## config.mk

```make
export PLATFORM = sky130hd
export DESIGN_NAME = mbsre_engine
export DESIGN_NICKNAME = d
export VERILOG_FILES = /design/src/pkg/mbsre_pkg.sv /design/src/logic/mbsre_fifo.sv /design/src/logic/mbsre_crc.sv /design/src/logic/mbsre_engine.sv
export SDC_FILE = /design/constraint.sdc
export NUM_CORES = 1
export LEC_CHECK = 0
export ABC_AREA = 1
export BUFFER_PORTS_ARGS = -buffer_cell sky130_fd_sc_hd__buf_2
export CAP_MARGIN = 20
export CORE_MARGIN = 4
export CORE_UTILIZATION = 60
export DETAILED_ROUTE_END_ITERATION = 8
export PLACE_DENSITY = 0.78
export SLEW_MARGIN = 20
export SYNTH_ARGS = -nofsm -noshare
export SYNTH_HDL_FRONTEND = slang
export SYNTH_SLANG_ARGS = --single-unit
```

## constraint.sdc

```tcl
create_clock -name clock -period 12.2 [get_ports clock]
set_input_delay 3.66 -clock clock [delete_from_list [all_inputs] [get_ports clock]]
set_output_delay 3.66 -clock clock [all_outputs]
set_load 0.03 [all_outputs]
```

## src/pkg/mbsre_pkg.sv

```systemverilog
package mbsre_pkg;

   // ==========================================================
   // function codes and exceptions
   localparam logic [7:0] FC_READ_COILS   = 8'h01;
   localparam logic [7:0] FC_READ_INPUTS  = 8'h02;
   localparam logic [7:0] FC_READ_HOLD    = 8'h03;
   localparam logic [7:0] FC_READ_INPUT   = 8'h04;
   localparam logic [7:0] FC_WRITE_COIL   = 8'h05;
   localparam logic [7:0] EXC_FLAG        = 8'h80;
   localparam logic [7:0] EXC_ILL_FUNC    = 8'h01;
   localparam logic [7:0] EXC_ILL_ADDR    = 8'h02;
   localparam logic [7:0] EXC_ILL_DATA    = 8'h03;
   localparam logic [7:0] EXC_DEV_FAIL    = 8'h04;

   // ==========================================================
   // addressing, coil values, tcp settings and frame sizes
   localparam logic [7:0]  ADDR_BROADCAST = 8'h00;
   localparam logic [7:0]  ADDR_MIN       = 8'h01;
   localparam logic [7:0]  ADDR_MAX       = 8'h7F;
   localparam logic [15:0] COIL_ON        = 16'hFF00;
   localparam logic [15:0] COIL_OFF       = 16'h0000;
   localparam logic [15:0] TCP_PORT       = 16'h01F6;
   localparam logic [15:0] PROTO_ID       = 16'h0000;
   localparam int          MAX_TCP_CONN   = 3;
   localparam int          SER_HDR_BYTES  = 2;
   localparam int          TCP_HDR_BYTES  = 8;
   localparam int          CRC_BYTES      = 2;

   // ==========================================================
   // reset values
   localparam logic [7:0]  RST_BYTE       = 8'h00;
   localparam logic [15:0] RST_WORD       = 16'h0000;

   // ==========================================================
   // stream carriers
   typedef struct packed {
      logic [7:0] data;
      logic       last;
   } mbsre_byte_t;

   typedef struct packed {
      logic [15:0] start;
      logic [15:0] qty;
   } mbsre_req_t;

endpackage

```

## src/logic/mbsre_fifo.sv

```systemverilog
`timescale 1ns/1ns
module mbsre_fifo #(
   parameter int WIDTH = 9,
   parameter int DEPTH = 8
) (
   input  wire logic             clock,
   input  wire logic             reset,
   input  wire logic             inValid,
   output logic                  inReady,
   input  wire logic [WIDTH-1:0] inData,
   output logic                  outValid,
   input  wire logic             outReady,
   output logic      [WIDTH-1:0] outData
);
   localparam int AW = $clog2(DEPTH);

   logic [WIDTH-1:0] mem [DEPTH];
   logic [AW-1:0]    wrPtr;
   logic [AW-1:0]    rdPtr;
   logic [AW:0]      count;
   logic [AW-1:0]    next_wrPtr;
   logic [AW-1:0]    next_rdPtr;
   logic [AW:0]      next_count;
   logic             push;
   logic             pop;

   assign inReady  = (count != (AW+1)'(DEPTH));
   assign outValid = (count != '0);
   assign outData  = mem[rdPtr];
   assign push     = inValid && inReady;
   assign pop      = outValid && outReady;

   function automatic logic [AW-1:0] bump(input logic [AW-1:0] p);
      bump = (p == AW'(DEPTH-1)) ? '0 : AW'(p + 1'b1);
   endfunction

   always_comb begin
      next_wrPtr = push ? bump(wrPtr) : wrPtr;
      next_rdPtr = pop ? bump(rdPtr) : rdPtr;
      next_count = count + (AW+1)'(push) - (AW+1)'(pop);
   end

   always_ff @(posedge clock) begin
      if (reset) begin
         wrPtr <= '0;
         rdPtr <= '0;
         count <= '0;
      end else begin
         wrPtr <= next_wrPtr;
         rdPtr <= next_rdPtr;
         count <= next_count;
      end
   end

   always_ff @(posedge clock) begin
      if (push) begin
         mem[wrPtr] <= inData;
      end
   end
endmodule

```

## src/logic/mbsre_crc.sv

```systemverilog
`timescale 1ns/1ns
module mbsre_crc (
   input  wire logic        clock,
   input  wire logic        reset,
   input  wire logic        clear,
   input  wire logic        enable,
   input  wire logic [7:0]  data,
   output logic      [15:0] crc
);
   // standard reflected crc-16 with polynomial 0xA001, seed all ones
   logic [15:0] next_crc;

   function automatic logic [15:0] crcByte(input logic [15:0] c, input logic [7:0] d);
      logic [15:0] r;
      r = c ^ {8'h00, d};
      for (int i = 0; i < 8; i++) begin
         r = r[0] ? ((r >> 1) ^ 16'hA001) : (r >> 1);
      end
      crcByte = r;
   endfunction

   always_comb begin
      next_crc = crc;
      if (clear) begin
         next_crc = 16'hFFFF;
      end else if (enable) begin
         next_crc = crcByte(crc, data);
      end
   end

   always_ff @(posedge clock) begin
      if (reset) begin
         crc <= 16'hFFFF;
      end else begin
         crc <= next_crc;
      end
   end
endmodule

```

## src/logic/mbsre_engine.sv

```systemverilog
`timescale 1ns/1ns
// Functional notes
// - serial: answer only own id 1..127
// - ignore broadcast 0 and ids 128..247
// - tcp: unit id not checked, echoed
// - tcp header: transaction, protocol, length, unit
// - tcp port 502, same register map
// - at most three tcp connections
// - codes 1..5 only, else illegal function
// - serial crc checked and appended; tcp none
// - serial framing options configured outside
// - codes 1 and 2 answer identically
// - zero-based start, two-byte quantity
// - coil bits packed lsb first, zero pad
// - byte count is quantity over eight, rounded up
// - bit one means logically active
// - exception: code plus 0x80, one byte
// - codes 3 and 4 alike, count twice quantity
// - float lower half in first register
// - register sent high byte first
// - 0xFF00 on, 0x0000 off, else unchanged
// - force echoes request after write
// - no force while in service mode
module mbsre_engine #(
   parameter int NCOILS = 18,
   parameter int NREGS  = 117,
   parameter int NACT   = 18,
   parameter int DEPTH  = 8
) (
   input  wire logic                     clock,
   input  wire logic                     reset,
   input  wire logic                     tcpMode,
   input  wire logic [7:0]               slaveId,
   input  wire logic [1:0]               tcpConnCount,
   input  wire logic                     serviceMode,
   input  wire logic                     rxValid,
   input  wire mbsre_pkg::mbsre_byte_t   rxByte,
   input  wire logic                     rxCrcOk,
   input  wire logic [NCOILS-1:0]        coilStatus,
   output logic      [$clog2(NREGS)-1:0] regIndex,
   input  wire logic [31:0]              regFloat,
   output logic      [NACT-1:0]          actionCoil,
   output logic                          txValid,
   input  wire logic                     txReady,
   output mbsre_pkg::mbsre_byte_t        txByte,
   output logic                          acceptConn
);
   localparam int RW = $clog2(NREGS);

   typedef enum logic [2:0] {
      MBSRE_IDLE = 3'b000, MBSRE_RECV = 3'b001, MBSRE_EXEC = 3'b011,
      MBSRE_SEND = 3'b010, MBSRE_DROP = 3'b110
   } mbsre_state_t;

   // ==========================================================
   // state
   mbsre_state_t        state, next_state;
   logic [7:0]          hdr [8];
   logic [7:0]          next_hdr [8];
   logic [3:0]          rxCnt, next_rxCnt;
   logic [7:0]          func, next_func;
   logic [7:0]          pdu [4];
   logic [7:0]          next_pdu [4];
   logic [7:0]          exc, next_exc;
   logic [8:0]          txIdx, next_txIdx;
   logic [8:0]          txLen, next_txLen;
   logic [NACT-1:0]     next_actionCoil;
   logic                crcClear;
   logic                crcEn;
   logic [15:0]         crc;
   logic                fifoInValid;
   logic                fifoInReady;
   mbsre_pkg::mbsre_byte_t fifoIn;
   logic [7:0]          outB;
   logic [15:0]         start, qty, value;
   logic [16:0]         reach;
   logic [8:0]          dataLen;
   logic [3:0]          hdrLen;

   assign start   = {pdu[0], pdu[1]};
   assign qty     = {pdu[2], pdu[3]};
   assign value   = qty;
   assign reach   = {1'b0, start} + {1'b0, qty};
   assign hdrLen  = tcpMode ? 4'(mbsre_pkg::TCP_HDR_BYTES) : 4'(mbsre_pkg::SER_HDR_BYTES);
   assign acceptConn = tcpConnCount < 2'(mbsre_pkg::MAX_TCP_CONN);

   function automatic logic isRead1(input logic [7:0] f);
      isRead1 = (f == mbsre_pkg::FC_READ_COILS) || (f == mbsre_pkg::FC_READ_INPUTS);
   endfunction
   function automatic logic isRead3(input logic [7:0] f);
      isRead3 = (f == mbsre_pkg::FC_READ_HOLD) || (f == mbsre_pkg::FC_READ_INPUT);
   endfunction
   function automatic logic idOk(input logic [7:0] a);
      idOk = (a == slaveId) && (a >= mbsre_pkg::ADDR_MIN) && (a <= mbsre_pkg::ADDR_MAX);
   endfunction

   // ==========================================================
   // receive, validate, execute
   always_comb begin
      next_state      = state;
      next_hdr        = hdr;
      next_rxCnt      = rxCnt;
      next_func       = func;
      next_pdu        = pdu;
      next_exc        = exc;
      next_txLen      = txLen;
      next_actionCoil = actionCoil;
      dataLen         = '0;
      case (state)
         MBSRE_IDLE, MBSRE_RECV: begin
            if (rxValid) begin
               next_state = rxByte.last ? MBSRE_EXEC : MBSRE_RECV;
               if (rxCnt < hdrLen - 4'd1) begin
                  next_hdr[3'(rxCnt)] = rxByte.data;
               end else if (rxCnt == hdrLen - 4'd1) begin
                  next_func = rxByte.data;
               end else if (rxCnt < hdrLen + 4'd4) begin
                  next_pdu[2'(rxCnt - hdrLen)] = rxByte.data;
               end
               if (rxCnt != 4'hF) begin
                  next_rxCnt = rxCnt + 4'd1;
               end
            end
         end
         MBSRE_EXEC: begin
            next_rxCnt = '0;
            next_exc   = '0;
            next_state = MBSRE_SEND;
            // serial frame addressed elsewhere or with a bad check: drop silently
            if (!tcpMode && (!idOk(hdr[0]) || !rxCrcOk)) begin
               next_state = MBSRE_DROP;
            end else if (tcpMode && {hdr[2], hdr[3]} != mbsre_pkg::PROTO_ID) begin
               next_state = MBSRE_DROP;
            end else if (!isRead1(func) && !isRead3(func) && func != mbsre_pkg::FC_WRITE_COIL) begin
               next_exc = mbsre_pkg::EXC_ILL_FUNC;
            end else if (rxCnt < hdrLen + 4'd4) begin
               next_exc = mbsre_pkg::EXC_ILL_DATA;
            end else if (func == mbsre_pkg::FC_WRITE_COIL) begin
               if (start >= 16'(NACT)) begin
                  next_exc = mbsre_pkg::EXC_ILL_ADDR;
               end else if (value != mbsre_pkg::COIL_ON && value != mbsre_pkg::COIL_OFF) begin
                  next_exc = mbsre_pkg::EXC_ILL_DATA;
               end else if (serviceMode) begin
                  next_exc = mbsre_pkg::EXC_DEV_FAIL;
               end else begin
                  next_actionCoil[start[$clog2(NACT)-1:0]] = (value == mbsre_pkg::COIL_ON);
               end
            end else if (qty == 16'h0000) begin
               next_exc = mbsre_pkg::EXC_ILL_DATA;
            end else if (reach > (isRead1(func) ? 17'(NCOILS) : 17'(NREGS))) begin
               next_exc = mbsre_pkg::EXC_ILL_ADDR;
            end
            // length of function code plus data
            if (next_exc != '0) begin
               dataLen = 9'd2;
            end else if (func == mbsre_pkg::FC_WRITE_COIL) begin
               dataLen = 9'd5;
            end else if (isRead1(func)) begin
               dataLen = 9'd2 + 9'((qty + 16'd7) >> 3);
            end else begin
               dataLen = 9'd2 + 9'({qty[7:0], 1'b0});
            end
            next_txLen = 9'(hdrLen) - 9'd1 + dataLen + (tcpMode ? 9'd0 : 9'(mbsre_pkg::CRC_BYTES));
         end
         MBSRE_SEND: begin
            if (fifoInReady && txIdx == txLen - 9'd1) begin
               next_state = MBSRE_IDLE;
            end
         end
         MBSRE_DROP: begin
            next_state = MBSRE_IDLE;
         end
         default: begin
            next_state = MBSRE_IDLE;
         end
      endcase
   end

   // ==========================================================
   // response byte builder
   logic [8:0]  body;
   logic [15:0] bitBase;
   logic [15:0] regSel;
   logic [15:0] tcpLen;

   assign body    = txIdx - 9'(hdrLen) + 9'd1;
   assign bitBase = start + 16'({body - 9'd2, 3'd0});
   assign regSel  = start + {8'd0, body[8:1]} - 16'd1;
   assign tcpLen  = 16'(txLen) - 16'd6;
   assign regIndex = RW'(regSel);

   always_comb begin
      outB = '0;
      if (txIdx < 9'(hdrLen) - 9'd1) begin
         if (!tcpMode) begin
            outB = slaveId;
         end else if (txIdx == 9'd4) begin
            outB = tcpLen[15:8];
         end else if (txIdx == 9'd5) begin
            outB = tcpLen[7:0];
         end else begin
            outB = hdr[3'(txIdx)];
         end
      end else if (!tcpMode && txIdx >= txLen - 9'd2) begin
         outB = (txIdx == txLen - 9'd2) ? crc[7:0] : crc[15:8];
      end else if (body == 9'd0) begin
         outB = (exc != '0) ? (func | mbsre_pkg::EXC_FLAG) : func;
      end else if (exc != '0) begin
         outB = exc;
      end else if (func == mbsre_pkg::FC_WRITE_COIL) begin
         outB = pdu[2'(body - 9'd1)];
      end else if (body == 9'd1) begin
         outB = 8'(dataLenOf(func, qty));
      end else if (isRead1(func)) begin
         for (int b = 0; b < 8; b++) begin
            if (32'(bitBase) + b < reach && 32'(bitBase) + b < NCOILS) begin
               outB[b] = coilStatus[32'(bitBase) + b];
            end
         end
      end else begin
         // even register of a pair is the low half of the float
         if (body[0]) begin
            outB = regSel[0] ? regFloat[23:16] : regFloat[7:0];
         end else begin
            outB = regSel[0] ? regFloat[31:24] : regFloat[15:8];
         end
      end
   end

   function automatic logic [8:0] dataLenOf(input logic [7:0] f, input logic [15:0] q);
      dataLenOf = isRead1(f) ? 9'((q + 16'd7) >> 3) : 9'({q[7:0], 1'b0});
   endfunction

   assign fifoInValid = (state == MBSRE_SEND);
   assign fifoIn.data = outB;
   assign fifoIn.last = (txIdx == txLen - 9'd1);
   assign crcClear    = (state == MBSRE_EXEC);
   assign crcEn       = fifoInValid && fifoInReady;
   assign next_txIdx  = (state != MBSRE_SEND) ? '0 : (crcEn ? txIdx + 9'd1 : txIdx);

   mbsre_crc u_crc (
      .clock  (clock),
      .reset  (reset),
      .clear  (crcClear),
      .enable (crcEn && (tcpMode || txIdx < txLen - 9'd2)),
      .data   (outB),
      .crc    (crc)
   );

   mbsre_fifo #(.WIDTH(9), .DEPTH(DEPTH)) u_fifo (
      .clock    (clock),
      .reset    (reset),
      .inValid  (fifoInValid),
      .inReady  (fifoInReady),
      .inData   (fifoIn),
      .outValid (txValid),
      .outReady (txReady),
      .outData  (txByte)
   );

   // ==========================================================
   // registers
   always_ff @(posedge clock) begin
      if (reset) begin
         state      <= MBSRE_IDLE;
         hdr        <= '{default: mbsre_pkg::RST_BYTE};
         pdu        <= '{default: mbsre_pkg::RST_BYTE};
         rxCnt      <= '0;
         func       <= mbsre_pkg::RST_BYTE;
         exc        <= mbsre_pkg::RST_BYTE;
         txIdx      <= '0;
         txLen      <= '0;
         actionCoil <= '0;
      end else begin
         state      <= next_state;
         hdr        <= next_hdr;
         pdu        <= next_pdu;
         rxCnt      <= next_rxCnt;
         func       <= next_func;
         exc        <= next_exc;
         txIdx      <= next_txIdx;
         txLen      <= next_txLen;
         actionCoil <= next_actionCoil;
      end
   end
endmodule

```

; ---- Word-level counts from Yosys, hierarchy flattened
; Memory sizes are Yosys's and may differ from the RTL's. A register that Yosys moved wholly into a read port is not among the register bits.
; Cells that the tools add are included.
[word_totals]
register_bits = 181
ram_bits = 72
inputBits = 76
elab_cells = 293
memories = 1
[mem_list]
columns = name, depth, word_bits, rd, rd_clocked_by_memory_dff, wr, line_no
row1 = u_fifo.mem, 8, 9, 1, 1, 1, mbsre_fifo.sv:17  ; logic [WIDTH-1:0] mem [DEPTH];
[op_classes]
add_sub_neg = 33
order_cmp = 42
n_eq_ne = 26
muxes = 96
bitwise_logic = 22
reduce_logical = 50
[op_table]
columns = cell, count
row1 = < comparator 32 x 17 -> 1 bit, 7
row2 = "< comparator 32 x 5 -> 1 bit, second input constant", 7
row3 = 2-to-1 mux 8 bit, 28
row4 = 2-to-1 mux 16 bit, 8
row5 = "< comparator 17 x 6 -> 1 bit, second input constant", 7
row6 = "adder 16 x 3 -> 17 bit, second input constant", 4
row7 = bitwise mux 64 bit, 1
row8 = binary-select mux 1 bit (select 5 bit), 8
row9 = 2-to-1 mux 9 bit, 4
row10 = "adder 16 x 2 -> 17 bit, second input constant", 2
row11 = 2-to-1 mux 3 bit, 11
row12 = bitwise mux 32 bit, 1
row13 = nonzero test 16 bit, 2
row14 = inverter 2 -> 3 bit, 10
row15 = binary-select mux 8 bit (select 3 bit), 1
row16 = demux 8 bit (select 3 bit), 1
row17 = logical AND 1 bit, 23
row18 = 2-to-1 mux 1 bit, 19
row19 = "adder 2 x 9 -> 9 bit, first input constant", 2
row20 = "adder 9 x 1 -> 9 bit, second input constant", 2
row21 = bitwise mux 18 bit, 1
row22 = "== test 9 x 3 -> 1 bit, second input constant", 2
row23 = == test 9 bit, 2
row24 = < comparator 9 bit, 2
row25 = other kinds (77), 114

; ---- Depth between registers and ports, before layout
[logic_depth]
ltp_word = 33
ltp_mapped = 58
mapped_depth_nobuf = 55

; ---- Modules after synthesis
; From an unflattened synthesis, not the netlist that was laid out.
[hier_totals]
hier_cells = 3526
area_unflattened_um2 = 23232.3
[modules_own_cells]
columns = mod, n_inst, cells_each, area_each_um2
row1 = mbsre_engine, 1, 2983, 18365.1
row2 = mbsre_fifo, 1, 402, 3886.2
row3 = mbsre_crc, 1, 141, 980.9

; ---- Worst setup path before layout
; Ideal clock, no wire load.
[synth_path]
path_type = input to output
start = input tcpMode
end = output regIndex[6]
t_arrival_ps = 7309
slack_ps = 1231
cell_stages = 20
path_buffers = 1
cell_sequence = inv_1 clkbuf_1 ha_1 ha_1 a21oi_1 nand2_1 xor2_1 inv_1 ha_1 inv_1 ha_1 a21oi_1 inv_1 a31oi_1 nor2_1 nor2_1 nor2_1 nor2_1 xor2_1 xor2_1
[synth_via]
elab_chain_len = 5
[synth_lines]
columns = item, line_no
row1 = from (decl), mbsre_engine.sv:32  ; input wire logic tcpMode,
row2 = 2-to-1 mux 4 bit, mbsre_engine.sv:84  ; assign hdrLen = tcpMode ? 4'(mbsre_pkg::TCP_HDR_BYTES) : 4'(mbsre_pkg::SER_HDR_BYTES);
row3 = subtractor 9 x 4 -> 9 bit, mbsre_engine.sv:186  ; assign body = txIdx - 9'(hdrLen) + 9'd1;
row4 = adder 9 x 1 -> 9 bit, mbsre_engine.sv:186
row5 = adder 7 bit, mbsre_engine.sv:188  ; assign regSel = start + {8'd0, body[8:1]} - 16'd1;
row6 = subtractor 7 x 1 -> 7 bit, mbsre_engine.sv:188
row7 = to (decl), mbsre_engine.sv:40  ; output logic [$clog2(NREGS)-1:0] regIndex,
; No other way between the ends.

; ---- Worst setup path in the final report
; Same ends and word-level chain as after synthesis.

==> run metrics <==
wire length of the first global-routing pass=115 mm; I/O pin total=112; Post-Syn Area=22200 um^2; CTS tree=yes; Synth Register Bits=251; adder-cell share of the synthesized area=13.9%; chip height=200 um; CP Launch Point=tcpMode; Worst Tran Pin Value=1200 ps; Final TNS setup=0 ps; required time of the worst setup path=8540 ps; TritonCTS Sinks=251; post-synthesis compound-gate area fraction=18.2%; number of synthesis warnings=0; Buffers on Ports=111; Worst Hold Launch=hdr[25]$_SDFFE_PP0P_; nets=3697; Skew-Pair Late Insertion Delay=550 ps; EDFF count, synth=72; P_sw=992 uW; worst r2r src=txIdx[1]$_SDFFE_PP0P_; Worst Path Max Fanout=8; Critical Path End Type=output pin; Final ANT Viol Nets=0; status=complete, but fails checks; switching share of power=37.1%; TritonCTS Buffers=27; mux cell area share after synthesis=0%; HPWL after DPL=56.6 mm; clock share of power=32.2%; clk slew on worst S/H paths=60 ps; vias per cell=6.01; Filler Cells Inserted=3347; violated checks=design-rule violations; Max-Cap Viols=0; WL/cell=19.1 um; Setup crit start kind=input port; final hold vios=0; RSZ-0062 raised after global routing=no; Final setup viols=0; Combinational Power Share=33.1%; Worst VDD drop=0.000105 V; share of layout cells above drive strength 1=7.77%; initial antenna violation count=0; Synth Net Count=3644; final worst-path cycle share=89.5%; Simple-Gate Fraction of Synth Area=28.2%; die area=40100 um^2; largest net degree at the start of global routing=122; CTS resizes=0; count of pins over their slew limit=0; XOR/XNOR Fraction of Synth Area=3.99%; WP data arrival=7260 ps; largest family of logic cells by synthesized area=simple AND/OR/NAND/NOR gates; Post-synth ARST share=0%; Netlist cell types=65; Bufs on Longest Clock Path=3; commonest non-fill, non-tap cell in the layout=nand2_1; Pwr per Cell Area=112 nW/um^2; Sequential Power Share=34.6%; syn avg cell area=6.66 um^2; Die Wd=200 um; fmax=91.6 MHz; Hold Buf Count CTS=0; Pleak=11.3 nW; DRC=1; commonest cells after routing, fill and taps aside=nand2_1, inv_1, nor2_1, o21ai_0, a21oi_1; core area=36500 um^2; n_diodes=0; Synth Flop Type=dfxtp_1; Overflow after GRT=0; Max-slew headroom=20.0%; Root Driver=clkbuf_16; sequential area share after synthesis=25.9%; Worst Hold Class=reg -> reg; Initial Utilization=60.7%; Post-CTS Setup Bufs=0; RD Place Congestion=1.01; H-tree levels=1; Layout area overhead=8.01%; Mapped Cells=3325; total track usage=35.1%; routed via count=23200; Crit Path Category=in -> out; final critical-path required period=10920 ps; FP Rows=70; Pint=1.69 mW; DRT iter0 DRCs=2232; final core utilization=65.5%; DRT Pass-1 Iters=9; routed wire length=73.8 mm; Worst Skew=9.90 ps; vias in the first global route=22000
[cell families after synthesis]
logic type | after synthesis
DFF | 251
adders and majority gates | 243
AOI/OAI and AO/OA | 748
and+or+nand+nor | 1427
xor gates and xnor gates | 100
buffers and inverters | 556
[metrics by stage]
step / setup WS, ps / power, mW / area, um^2 / hold slack, ps / std cells
3_3_place_gp: 1250 / 1.78 / 23000 / 430 / 3817
3_5_place_dp: 1270 / 1.81 / 23000 / 437 / 3817
5_1_grt: 957 / 2.82 / 23900 / 465 / 3865
2_1_floorplan: 1230 / 1.58 / 22200 / 420 / 3325
6_report: 1280 / 2.68 / 23900 / 443 / 3865
4_1_cts: 1260 / 2.66 / 23900 / 446 / 3865
[registers in the layout (all words and copies together), names as in the netlist, named ones only]
register / count
exc: 3
func: 8
actionCoil: 18
state: 3
u_crc.crc: 16
rxCnt: 4
txIdx: 9
pdu: 32
u_fifo.wrPtr: 3
u_fifo.mem: 72
hdr: 64
txLen: 9
u_fifo.rdPtr: 3
u_fifo.count: 4
[power groups by stage]
stage | clock (mW) | sequential (mW) | combinational (mW)
finish | 0.863 | 0.927 | 0.887
detailed placement | 0 | 0.945 | 0.866
CTS | 0.866 | 0.927 | 0.871
global route | 0.904 | 0.932 | 0.987
global placement | 0 | 0.943 | 0.837
floorplan | 0 | 0.932 | 0.645
[per-layer routing]
layer	part of all wire [%]	global-route usage [%]
met1	41	44.7
met2	46	59.1
met3	7.9	4.78
met4	5.4	16.4
met5	0	0
[worst max-delay path, cell delays in order]
cell     delay [ps]
buf_2           170
inv_1           150
ha_1            350
inv_1            60
ha_1            220
fa_1            410
xor2_1          340
inv_1            90
ha_1            340
inv_1            60
ha_1            190
a21oi_1         120
inv_1            50
a31oi_1         220
nor2_1           70
nor2_1           90
nor2_1           40
nor2_1          100
xor2_1          180
xor2_1          140
buf_2           210
[final timing paths]
check / endpoint / slack (ps) / cells after the start
setup / recovery: regIndex[6] / 1280 / 21
hold / removal: hdr[25]$_SDFFE_PP0P_ / 440 / 2
setup reg to reg: u_crc.crc[0]$_SDFFE_PP1P_ / 4590 / 51
hold reg to reg: hdr[25]$_SDFFE_PP0P_ / 440 / 2
[layout make-up]
class / instances / area [um^2] / area share [%]
inverters: 450 / 1690 / 7.06
multi-input cells: 2518 / 14300 / 59.7
well taps: 468 / 586 / 2.45
clock inverters: 14 / 190 / 0.795
clock buffers: 34 / 732 / 3.06
repair buffers: 130 / 698 / 2.92
flip-flops and latches: 251 / 5750 / 24.0
[cell usage after synthesis, types with 4 or more instances]
cell      instances  area, um^2
a31oi_1          19         119
o21ai_0         326        1630
inv_1           432        1620
o22ai_1          29         181
xor2_1           81         709
nand2_2          37         231
nor2_4            4        45.0
nand3_1         252        1260
a21boi_0          6        45.0
a21oi_1         291        1460
dfxtp_1         179        3580
xnor2_1          18         158
buf_2            11        55.1
buf_6             5        56.3
inv_2            10        37.5
a22oi_1           7        52.6
buf_4             4        30.0
nand4_1          54         338
ha_1            237        2970
a211oi_1          6        45.0
nor3b_1           4        30.0
nand3_2           8        80.1
nor3_1           36         180
o31ai_1           6        45.0
nor2_1          374        1400
clkbuf_1         82         308
o21bai_1          6        45.0
nand2_1         617        2320
o211ai_1         23         173
fa_1              6         120
clkinv_1          7        26.3
nand2_4           7        78.8
o221ai_1          4        35.0
nor4_1           13        81.3
edfxtp_1         72        2160
Note: power is estimated with default switching activity, not from simulation.
